### src/common/cpu_pins_map.vh
// Purpose: Constants for the external bus pin controller.
// Assumes: Included by bare name from rtl files.
// Notes: Timing counts are in mclk cycles.
`ifndef CPU_PINS_MAP_VH
`define CPU_PINS_MAP_VH
`define ADDR_W        20
`define DATA_W        8
`define IO_ADDR_W     16
`define REFRESH_CYCLE_N_W        8
`define NMI_VECTOR    20'h00066
`define CLK_DIV_HALF  1'b1
// Request codes from the core side
`define REQ_NONE      3'h0
`define REQ_FETCH     3'h1
`define REQ_MEM_RD    3'h2
`define REQ_MEM_WR    3'h3
`define REQ_IO_RD     3'h4
`define REQ_IO_WR     3'h5
`define REQ_REFRESH   3'h6
`define REQ_DMA       3'h7
// Status encoding {kind, idle_wait_n, fetch_mark_n}
`define ST_FIRST_FETCH 3'h2
`define ST_NEXT_FETCH  3'h6
`define ST_OTHER       3'h7
`define ST_DMA         3'h1
`define ST_HALT        3'h0
`define ST_SLEEP       3'h5
// Interrupt take codes
`define TAKE_NONE     3'h0
`define TAKE_NMI      3'h1
`define TAKE_MASKABLE_IRQ_0_N     3'h2
`define TAKE_MASKABLE_IRQ_1_N     3'h3
`define TAKE_MASKABLE_IRQ_2_N     3'h4
`endif

### src/rtl/cpu_bus_pins.v
// Purpose: External bus and control pin sequencer of an 8-bit processor.
// Assumes: Core issues one request per machine cycle; pins are async inputs.
// Notes: Machine cycle is T1,T2,Tw*,T3 on phi; halves are mclk cycles.
`timescale 1ns/1ps
`include "cpu_pins_map.vh"
module cpu_bus_pins #(
	parameter AW = `ADDR_W,
	parameter DW = `DATA_W
) (
	input  wire          mclk,
	input  wire          nrst,
	// Core side
	input  wire [2:0]    req_kind,
	input  wire [AW-1:0] req_addr,
	input  wire [DW-1:0] req_wdata,
	input  wire          req_first_fetch,
	input  wire          req_last_dma_ch0,
	input  wire          req_last_dma_ch1,
	input  wire          req_instr_end,
	input  wire          req_halt,
	input  wire          req_sleep,
	input  wire          timer_wave_out,
	input  wire          timer_pin_sel,
	input  wire [1:0]    dma_edge_mode,
	output wire          req_ready,
	output reg           cycle_done,
	output reg  [DW-1:0] read_data,
	output reg  [2:0]    irq_take,
	output reg  [AW-1:0] irq_vector_addr,
	output wire [1:0]    dma_pending,
	input  wire [1:0]    dma_taken,
	output wire          bus_granted,
	// Pins
	output wire          sys_clk,
	output wire [AW-1:0] addr_o,
	output wire [AW-1:0] addr_oe,
	input  wire [DW-1:0] data_i,
	output wire [DW-1:0] data_o,
	output wire          data_oe,
	output wire          memory_cycle_n,
	output wire          io_cycle_n,
	output wire          read_pulse_n,
	output wire          put_pulse_n,
	output wire          strobe_oe,
	output wire          fetch_mark_n,
	output wire          refresh_cycle_n,
	output wire          cycle_kind_flag,
	output wire          idle_wait_n,
	output wire          bus_grant_n,
	output wire          block_done_0_n,
	output wire          block_done_1_n,
	input  wire          wait_n,
	input  wire          bus_claim_n,
	input  wire          nonmaskable_irq_n,
	input  wire          maskable_irq_0_n,
	input  wire          maskable_irq_1_n,
	input  wire          maskable_irq_2_n,
	input  wire [1:0]    dma_req_n
);
	localparam S_IDLE  = 3'h0;
	localparam S_T1    = 3'h1;
	localparam S_T2    = 3'h2;
	localparam S_TW    = 3'h3;
	localparam S_T3    = 3'h4;
	localparam S_GRANT = 3'h5;
	localparam S_STOP  = 3'h6;

	reg  [2:0]    state_q;
	reg  [2:0]    kind_q;
	reg  [AW-1:0] addr_q;
	reg  [DW-1:0] wdata_q;
	reg           first_q;
	reg  [1:0]    last_q;
	reg           inta0_q;
	reg           ack0_pend_q;
	reg           sleep_q;
	reg           phi_q;
	reg           nmi_pend_q;
	reg  [1:0]    dreq_edge_q;
	reg  [2:0]    st_q;
	reg           reset_done_q;

	wire [7:0]    sync_lvl;
	wire [7:0]    sync_fall;
	wire          wait_s, claim_s, irq0_s, irq1_s, irq2_s;
	wire          rise;
	wire          in_cycle;
	wire          drive_bus;
	wire          is_io, is_mem, is_rd, is_wr;

	// All pin inputs except data_i pass two flops before use
	sync_edge #(.W(8)) u_sync (
		.mclk       (mclk),
		.nrst       (nrst),
		.async_in   ({dma_req_n, maskable_irq_2_n, maskable_irq_1_n, maskable_irq_0_n,
			nonmaskable_irq_n, bus_claim_n, wait_n}),
		.rst_val    (8'hff),
		.level_out  (sync_lvl),
		.fall_pulse (sync_fall)
	);
	assign wait_s  = sync_lvl[0];
	assign claim_s = sync_lvl[1];
	assign irq0_s  = sync_lvl[3];
	assign irq1_s  = sync_lvl[4];
	assign irq2_s  = sync_lvl[5];

	// Phase toggles every mclk; rise marks start of each phi period
	always @(posedge mclk or negedge nrst) begin
		if (!nrst) begin
			phi_q        <= 1'b0;
			reset_done_q <= 1'b0;
		end else begin
			phi_q        <= ~phi_q;
			reset_done_q <= 1'b1;
		end
	end
	assign sys_clk = phi_q;
	assign rise    = ~phi_q;

	// NMI edge is latched until taken at an instruction end
	always @(posedge mclk or negedge nrst) begin
		if (!nrst) begin
			nmi_pend_q <= 1'b0;
		end else if (sync_fall[2]) begin
			nmi_pend_q <= 1'b1;
		end else if (irq_take == `TAKE_NMI) begin
			nmi_pend_q <= 1'b0;
		end
	end

	// DMA request: edge mode latches, level mode follows pin; new edge beats take
	always @(posedge mclk or negedge nrst) begin
		if (!nrst) begin
			dreq_edge_q <= 2'h0;
		end else begin
			dreq_edge_q <= (dreq_edge_q & ~dma_taken) | sync_fall[7:6];
		end
	end
	assign dma_pending = (dma_edge_mode & dreq_edge_q) | (~dma_edge_mode & ~sync_lvl[7:6]);

	// Interrupt priority: NMI, then MASKABLE_IRQ_0_N, MASKABLE_IRQ_1_N, MASKABLE_IRQ_2_N; claim blocks all
	always @* begin
		irq_take        = `TAKE_NONE;
		irq_vector_addr = {AW{1'b0}};
		if (cycle_done && req_instr_end && claim_s) begin
			if (nmi_pend_q) begin
				irq_take        = `TAKE_NMI;
				irq_vector_addr = `NMI_VECTOR;
			end else if (!irq0_s) begin
				irq_take = `TAKE_MASKABLE_IRQ_0_N;
			end else if (!irq1_s) begin
				irq_take = `TAKE_MASKABLE_IRQ_1_N;
			end else if (!irq2_s) begin
				irq_take = `TAKE_MASKABLE_IRQ_2_N;
			end
		end
	end

	assign in_cycle  = (state_q == S_T1) || (state_q == S_T2) || (state_q == S_TW) || (state_q == S_T3);
	assign req_ready = rise && claim_s && reset_done_q && (state_q == S_IDLE || state_q == S_T3);
	assign bus_granted = (state_q == S_GRANT);

	// Machine cycle sequencer advancing on phi rising edges
	always @(posedge mclk or negedge nrst) begin
		if (!nrst) begin
			state_q    <= S_IDLE;
			kind_q     <= `REQ_NONE;
			addr_q     <= {AW{1'b0}};
			wdata_q    <= {DW{1'b0}};
			first_q    <= 1'b0;
			last_q     <= 2'h0;
			inta0_q    <= 1'b0;
			ack0_pend_q <= 1'b0;
			sleep_q    <= 1'b0;
			cycle_done <= 1'b0;
			read_data  <= {DW{1'b0}};
		end else begin
			cycle_done <= 1'b0;
			// Take code stands only in the phi-high half, so hold it for the next request
			if (irq_take == `TAKE_MASKABLE_IRQ_0_N) begin
				ack0_pend_q <= 1'b1;
			end
			if (rise) begin
				case (state_q)
				S_IDLE, S_T3: begin
					if (state_q == S_T3) begin
						cycle_done <= 1'b1;
					end
					if (!claim_s) begin
						state_q <= S_GRANT;
					end else if (req_halt || req_sleep) begin
						state_q <= S_STOP;
						sleep_q <= req_sleep;
					end else if (req_kind != `REQ_NONE) begin
						state_q <= S_T1;
						kind_q  <= req_kind;
						addr_q  <= (req_kind == `REQ_IO_RD || req_kind == `REQ_IO_WR) ?
							{{(AW-`IO_ADDR_W){1'b0}}, req_addr[`IO_ADDR_W-1:0]} :
							(req_kind == `REQ_REFRESH) ?
							{{(AW-`REFRESH_CYCLE_N_W){1'b0}}, req_addr[`REFRESH_CYCLE_N_W-1:0]} :
							req_addr;
						wdata_q <= req_wdata;
						first_q <= req_first_fetch;
						last_q  <= {req_last_dma_ch1, req_last_dma_ch0};
						inta0_q <= ack0_pend_q;
						ack0_pend_q <= 1'b0;
					end else begin
						state_q <= S_IDLE;
					end
				end
				S_T1: state_q <= S_T2;
				S_T2, S_TW: begin
					// Wait sampled mid-T2 and each Tw, taken here at the next rise
					state_q <= wait_s ? S_T3 : S_TW;
				end
				S_GRANT: begin
					if (claim_s) begin
						state_q <= S_IDLE;
					end
				end
				S_STOP: begin
					if (nmi_pend_q || !irq0_s || !irq1_s || !irq2_s || !claim_s) begin
						state_q <= S_IDLE;
						sleep_q <= 1'b0;
					end
				end
				default: state_q <= S_IDLE;
				endcase
			end
			// Read data captured while read strobe is low, at the end of the phi-high first half of T3
			if (!rise && state_q == S_T3 && is_rd) begin
				read_data <= data_i;
			end
		end
	end

	assign is_io  = (kind_q == `REQ_IO_RD) || (kind_q == `REQ_IO_WR) || inta0_q;
	assign is_mem = (kind_q == `REQ_FETCH) || (kind_q == `REQ_MEM_RD) || (kind_q == `REQ_MEM_WR)
		|| (kind_q == `REQ_REFRESH) || (kind_q == `REQ_DMA);
	assign is_rd  = !inta0_q && ((kind_q == `REQ_FETCH) || (kind_q == `REQ_MEM_RD) || (kind_q == `REQ_IO_RD));
	assign is_wr  = !inta0_q && ((kind_q == `REQ_MEM_WR) || (kind_q == `REQ_IO_WR) || (kind_q == `REQ_DMA));

	// Buses float in reset and grant; halt and sleep drive the address all high, idle keeps the last address
	assign drive_bus = reset_done_q && (state_q != S_GRANT);
	assign addr_o    = (state_q == S_STOP) ? {AW{1'b1}} :
		{addr_q[AW-1:19], (timer_pin_sel ? timer_wave_out : addr_q[18]), addr_q[17:0]};
	assign addr_oe   = {AW{drive_bus}};
	assign data_o    = wdata_q;
	assign data_oe   = drive_bus && in_cycle && (state_q != S_T1) && is_wr;

	// Strobes high outside cycles except fetch_mark_n low in halt, floated only while granted
	assign strobe_oe      = (state_q != S_GRANT);
	assign memory_cycle_n = !(in_cycle && is_mem && !inta0_q);
	assign io_cycle_n     = !(in_cycle && is_io);
	assign read_pulse_n   = !(in_cycle && (state_q != S_T1) && is_rd);
	assign put_pulse_n    = !(data_oe && (state_q != S_T2 || !rise));
	// Halt status code needs the fetch mark low as well
	assign fetch_mark_n   = !((in_cycle && ((kind_q == `REQ_FETCH) || inta0_q)) ||
		(state_q == S_STOP && !sleep_q));
	assign refresh_cycle_n = !(in_cycle && kind_q == `REQ_REFRESH);
	assign block_done_0_n = !(in_cycle && kind_q == `REQ_DMA && last_q[0]);
	assign block_done_1_n = !(in_cycle && kind_q == `REQ_DMA && last_q[1]);
	assign bus_grant_n    = !(state_q == S_GRANT) || !reset_done_q;

	// Status encoding decoded combinationally per machine state
	always @* begin
		if (!reset_done_q) begin
			st_q = `ST_OTHER;
		end else if (state_q == S_STOP) begin
			st_q = sleep_q ? `ST_SLEEP : `ST_HALT;
		end else if (state_q == S_GRANT) begin
			st_q = `ST_OTHER;
		end else if (in_cycle && kind_q == `REQ_DMA) begin
			st_q = `ST_DMA;
		end else if (in_cycle && kind_q == `REQ_FETCH) begin
			st_q = first_q ? `ST_FIRST_FETCH : `ST_NEXT_FETCH;
		end else begin
			st_q = `ST_OTHER;
		end
	end
	assign cycle_kind_flag = st_q[2];
	assign idle_wait_n     = st_q[1];
endmodule // cpu_bus_pins

### src/rtl/sync_edge.v
// Purpose: Two-flop synchroniser with falling edge pulse, per bit.
// Assumes: Inputs asynchronous to mclk.
// Notes: The first stage feeds only the second stage.
`timescale 1ns/1ps
module sync_edge #(
	parameter W = 1
) (
	input  wire         mclk,
	input  wire         nrst,
	input  wire [W-1:0] async_in,
	input  wire [W-1:0] rst_val,
	output wire [W-1:0] level_out,
	output wire [W-1:0] fall_pulse
);
	reg [W-1:0] s1_q;
	reg [W-1:0] s2_q;
	reg [W-1:0] s3_q;
	wire [W-1:0] unused_rst;
	assign unused_rst = rst_val;
	// Idle-high inputs reset to one so no false edge appears at release
	always @(posedge mclk or negedge nrst) begin
		if (!nrst) begin
			s1_q <= {W{1'b1}};
			s2_q <= {W{1'b1}};
			s3_q <= {W{1'b1}};
		end else begin
			s1_q <= async_in;
			s2_q <= s1_q;
			s3_q <= s2_q;
		end
	end
	assign level_out  = s2_q;
	assign fall_pulse = s3_q & ~s2_q;
endmodule // sync_edge

### config.mk
export PLATFORM = sky130hd
export DESIGN_NAME = cpu_bus_pins
export DESIGN_NICKNAME = d
export VERILOG_FILES = /design/src/rtl/cpu_bus_pins.v /design/src/rtl/sync_edge.v
export VERILOG_INCLUDE_DIRS = /design/src /design/src/common
export SDC_FILE = /design/constraint.sdc
export NUM_CORES = 1
export LEC_CHECK = 0
export BUFFER_PORTS_ARGS = -buffer_cell sky130_fd_sc_hd__buf_2
export CAP_MARGIN = 10
export CORE_ASPECT_RATIO = 0.7
export CORE_MARGIN = 1.5
export CORE_UTILIZATION = 53
export CTS_BUF_LIST = sky130_fd_sc_hd__clkbuf_4 sky130_fd_sc_hd__clkbuf_8
export DETAILED_ROUTE_END_ITERATION = 6
export GPL_TIMING_DRIVEN = 0
export PLACE_DENSITY_LB_ADDON = 0.05
export SLEW_MARGIN = 20
export SYNTH_ARGS = -nofsm -noshare
export SYNTH_HDL_FRONTEND = slang
export SYNTH_HIERARCHICAL = 1
export SYNTH_SLANG_ARGS = --single-unit
export TNS_END_PERCENT = 30
### constraint.sdc
create_clock -name mclk -period 4.86 [get_ports mclk]
set_input_delay 0.486 -clock mclk [delete_from_list [all_inputs] [get_ports mclk]]
set_output_delay 0.486 -clock mclk [all_outputs]
set_load 0.005 [all_outputs]
### Word-level counts from Yosys, hierarchy flattened

Cells that the tools add are included.

* mux-type cells: 40
* equal/unequal tests: 25
* reduce and logical (&&, ||, !) cells: 74
* bitwise operators: 12

Operators by type and width (count)
* 2-to-1 mux 20 bit: 3
* 2-to-1 mux 3 bit: 17
* equality test 3 bit, second input constant: 10
* logical AND 1 bit: 26
* logical OR 1 bit: 23
* zero test 1 bit: 16
* 2-to-1 mux 1 bit: 16
* equality test 3 x 2 -> 1 bit, second input constant: 5
* case mux 3 bit (5 select lines): 1
* 2-to-1 mux 7 bit: 2
* AND reduction 5 bit: 2
* equality test 3 x 1 -> 1 bit, second input constant: 3
* bitwise AND 8 bit: 1
* NOT 8 bit: 1
* bitwise AND 2 bit: 3
* NOT 2 bit: 3
* inequality test 2 x 1 -> 1 bit, second input constant: 2
* inequality test 2 bit, second input constant: 2
* OR 2 bit: 2
* nonzero test 2 bit: 2
* OR reduction 2 bit: 2
* zero test 3 bit: 1
* inequality test 3 x 1 -> 1 bit, second input constant: 1
* inequality test 3 x 2 -> 1 bit, second input constant: 1
* other kinds (5): 6

* bits in registers: 78
* output and inout bits: 98
* bits of input ports: 61

### Depth between registers and ports, before layout

* depth after elaboration: 12
* depth in mapped cells: 7

### Cells and area by module

The synthesis kept the hierarchy.

Modules (own cells, without submodules)
* cpu_bus_pins: area an instance 2931.6 µm², sequential area each 1351.3 µm², instances 1, cells an instance 339
* sync_edge: area an instance 740.7 µm², sequential area each 630.6 µm², instances 1, cells an instance 32

### Least setup slack after synthesis

Ideal clock, no wire load.

* kind: flip-flop to output port
* start point: register state_q[1]
* end point: output port addr_oe[0]
* required time: 4374 ps
* arrival time: 1337 ps
* cell stages (with the launch flop): 5
* slack: 3037 ps
* cell sequence: dfrtp_1 buf_2 nand3b_1 and2_1 buf_4

* word-level cells in the longest chain between the ends: 2

RTL lines
* start: declaration: line cpu_bus_pins.v:68 `reg [2:0] state_q;`
* start signal: assignment: line cpu_bus_pins.v:214 `state_q <= wait_s ? S_T3 : S_TW;`
* inequality test 3 bit
* named net strobe_oe: line cpu_bus_pins.v:44 `output wire strobe_oe,`
* logical AND 1 bit: line cpu_bus_pins.v:244 `assign drive_bus = reset_done_q && (state_q != S_GRANT);`
* end: declaration: line cpu_bus_pins.v:36 `output wire [AW-1:0] addr_oe,`

The timed path passes the listed nets, and every way through them passes these cells.

### Worst setup path in the final report

* start point: register state_q[0]
* end point: output port cycle_kind_flag

* word-level cells in the longest chain between the ends: 10

RTL lines
* equality test 3 x 1 -> 1 bit / equality test 3 x 2 -> 1 bit (equally long branches): line cpu_bus_pins.v:159 `assign in_cycle = (state_q == S_T1) || (state_q == S_T2) || (state_q == S_TW) || (state_q == S_T3);`
* logical OR 1 bit (3 in series): line cpu_bus_pins.v:159
* logical AND 1 bit (no line)
* 2-to-1 mux 3 bit: line cpu_bus_pins.v:275 `` end else if (in_cycle && kind_q == `REQ_FETCH) begin ``
* 2-to-1 mux 3 bit: line cpu_bus_pins.v:273 `` end else if (in_cycle && kind_q == `REQ_DMA) begin ``
* 2-to-1 mux 3 bit: line cpu_bus_pins.v:271 `end else if (state_q == S_GRANT) begin`
* 2-to-1 mux 3 bit *: line cpu_bus_pins.v:269 `end else if (state_q == S_STOP) begin`
* 2-to-1 mux 3 bit *: line cpu_bus_pins.v:267 `if (!reset_done_q) begin`
* end: declaration: line cpu_bus_pins.v:47 `output wire cycle_kind_flag,`

Every way passes the cells marked *; elsewhere a longest branch is shown, timed or not.

==> results by group <==
Outcome
  – Status: finished clean

Pwr
  – Comb pwr share: 0.411
  – Clk network pwr share: 0.191
  – PD cells: just under 500 mW/mm²
  – Worst IR Drop VDD: between 0.3 and 0.4 mV
  – Seq pwr share: 0.398
  – Leakage power total: around 2.5 nW
  – Net Sw Frac: 0.339
  – P_int: between 1 and 1.5 mW
  – Sw power: 0.761 mW

Timing
  – Max Freq: 0.406 GHz
  – Min Tclk post-route: about 2.5 ns
  – Final setup violating endpoints: 0
  – RSZ-0062 raised after global routing: false
  – Hold Fails Final Rpt: 0
  – Setup tns final: 0 ns
  – Worst slew pin tran: 0.605 ns
  – Clock Skew: about 0.0096 ns
  – Slew HR: 0.597
  – Final period util: 0.506
  – Max Slew Vio Count: 0

Setup path
  – Worst setup EP type: output port
  – CP Buf/Inv Count: 3
  – Levels on crit path: 6
  – Startpoint Class: register
  – CP required: 4.37 ns
  – Max incr delay on CP: 0.47 ns
  – Crit path cell chain: buf_4 -> nand3b_1 -> clkbuf_1 -> nor2_1 -> o21ai_1 -> buf_2
  – CP Class: register to output port
  – Worst Path Max Fanout: 10
  – Worst EP arrival: 1.97 ns
  – Reg-to-reg setup timing slack: approximately 2.9 ns
  – CP delay by family, top: buffers and inverters
  – Max stage delay cell, worst path: clkbuf_1
  – Worst R2R Path Depth: 5

Flow run
  – Max cap viols: 0

Detailed routing
  – WL final: 7490 µm
  – Via count: between 2000 and 3000
  – Via count normalized by instance count: around 4.7
  – Routed len/inst: between 10 and 15 µm
  – DRT antenna net count: 0
  – DRC viols: 0
  – Initial DRC Count: approximately 160
  – Drt pass-1 iters: 4

Finish
  – Ant. Diodes: 0
  – Final nets: slightly below 600
  – Fraction of layout cells with a size suffix above 1: 0.450
  – Post-Layout Cell Count: just over 600
  – Area growth syn-to-layout: 31.0%

Placement
  – Cells after DPL: roughly 600
  – # port buffers: 142
  – GPL Wtd Cong: 0.840
  – Post-DP HPWL: 5640 µm

Synth
  – Post-synthesis cell count: roughly 360
  – Synth Warn #: 6
  – Syn avg cell area: ~9.6 µm²
  – Cell Area, Synth: approximately 0.0035 mm²

Floorplan
  – DIE HEIGHT: approximately 70 µm
  – CORE AREA: approximately 0.0063 mm²
  – Die area: approximately 0.0071 mm²
  – # IOs: ~160
  – Die W: approximately 100 µm
  – Initial core utilization: 0.553
  – # rows: 24

GRT
  – Largest net degree at the start of global routing: 50
  – Global route overflow: 0
  – First-pass GRT wire length: about 12000 µm
  – Initial antenna violation count: 0
  – Number of global-route vias before repair: 2623
  – Total GRT Usage: 0.220

CTS
  – Clock-pin slew on the worst setup and hold paths: about 0.070 ns
  – Worst-case clock buffer depth: 2
  – Clk_lat worst skew: 0.34 ns
  – Post-CTS resize count: 0
  – CTS Hold Bufs: 0
  – CTS tree: done
  – CTS H-tree depth: 3
  – CTS Sinks: 73
  – Root Buffer: clkbuf_8
  – Number of CTS-inserted buffers: 9
  – Postcts setup bufs: 0

Min path
  – Hold WC Path Type: primary input to asynchronous set/reset pin
state kept, by name, summed over array words and instances (netlist names), 2 cells and up:
| register | cells |
|---|---|
| data_o | 8 |
| dreq_edge_q | 2 |
| state_q | 3 |
| last_q | 2 |
| read_data | 8 |
| u_sync/s3_q | 3 |
| u_sync/level_out | 8 |
| u_sync/s1_q | 8 |
| kind_q | 3 |
| addr_q | 20 |
cell usage in the layout, fill, tap and decap left out, types with 2 or more instances in the layout:
master      n
buf_2     144
nand2_1   111
dfrtp_1    54
buf_4      45
nand2b_1   22
dfstp_2    19
conb_1     17
nand3_1    16
nor2_1     12
clkbuf_8   10
inv_1       8
mux2_2      8
o21ai_0     6
clkbuf_1    5
nand3b_1    4
a21oi_1     4
or3_1       4
mux2i_1     3
and2_1      3
nor3_1      3
nor2b_4     3
nor3b_1     2
a21o_1      2
o21bai_1    2
clkbuf_4    2
clkinv_4    2
worst reg2reg max path: stages (launching register included):
cell	delay, ns
dfstp_2	0.61
nor4b_2	0.41
nand3_1	0.29
clkbuf_1	0.31
nand2_1	0.14
nand2_1	0.06
final timing paths:
| check | from | endpoint |
|---|---|---|
| worst max register to register | u_sync/level_out[1]$_DFF_PN1_ | kind_q[1]$_DFFE_PN0P_ |
| max in group asynchronous | nrst | u_sync/s1_q[7]$_DFF_PN1_ |
| worst min-delay path | nrst | reset_done_q$_DFF_PN0_ |
| worst min register to register | u_sync/s1_q[5]$_DFF_PN1_ | u_sync/level_out[5]$_DFF_PN1_ |
| min in group mclk | dma_req_n[0] | u_sync/s1_q[6]$_DFF_PN1_ |
| worst max-delay path | state_q[0]$_DFFE_PN0P_ | cycle_kind_flag |
area by class of cell:
class / instances / area [µm²]
clock inverter: 4 / 30.0
inverter: 8 / 30.0
multi-input combinational: 242 / 1270
clock buffer: 12 / 153
timing repair buffer: 143 / 741
tap: 78 / 97.6
fill: 516 / 1730
sequential: 73 / 1850
buffer: 53 / 375
per-layer routing:
layer / up-vias / GRT usage / routed length (µm)
met3: 9 / 0.101 / 633
met1: 1326 / 0.281 / 3310
li1: 1447 / - / -
met2: 107 / 0.348 / 3480
met5: - / 0 / 0
met4: 0 / 0.0438 / 63
per-stage QoR:
step	total power, mW	setup WS (ns)	utilization	instance area (µm²)	hold slack, ns
finish	2.25	2.40	0.725	4550	0.0481
global route	2.43	2.20	0.725	4550	0.0468
CTS	2.27	2.37	0.725	4550	0.0481
detailed placement	1.84	2.74	0.696	4370	0.347
global placement	1.80	2.78	0.691	4340	0.346
floorplan	1.45	3.04	-	3530	0.190
power by group through the flow:
stage	Clock (mW)	Combinational [mW]	Sequential [mW]
2_1_floorplan	0	0.557	0.896
3_3_place_gp	0	0.909	0.896
3_5_place_dp	0	0.933	0.904
4_1_cts	0.443	0.937	0.894
5_1_grt	0.468	1.04	0.920
6_report	0.429	0.924	0.894
Note: power is estimated with default switching activity, not from simulation.
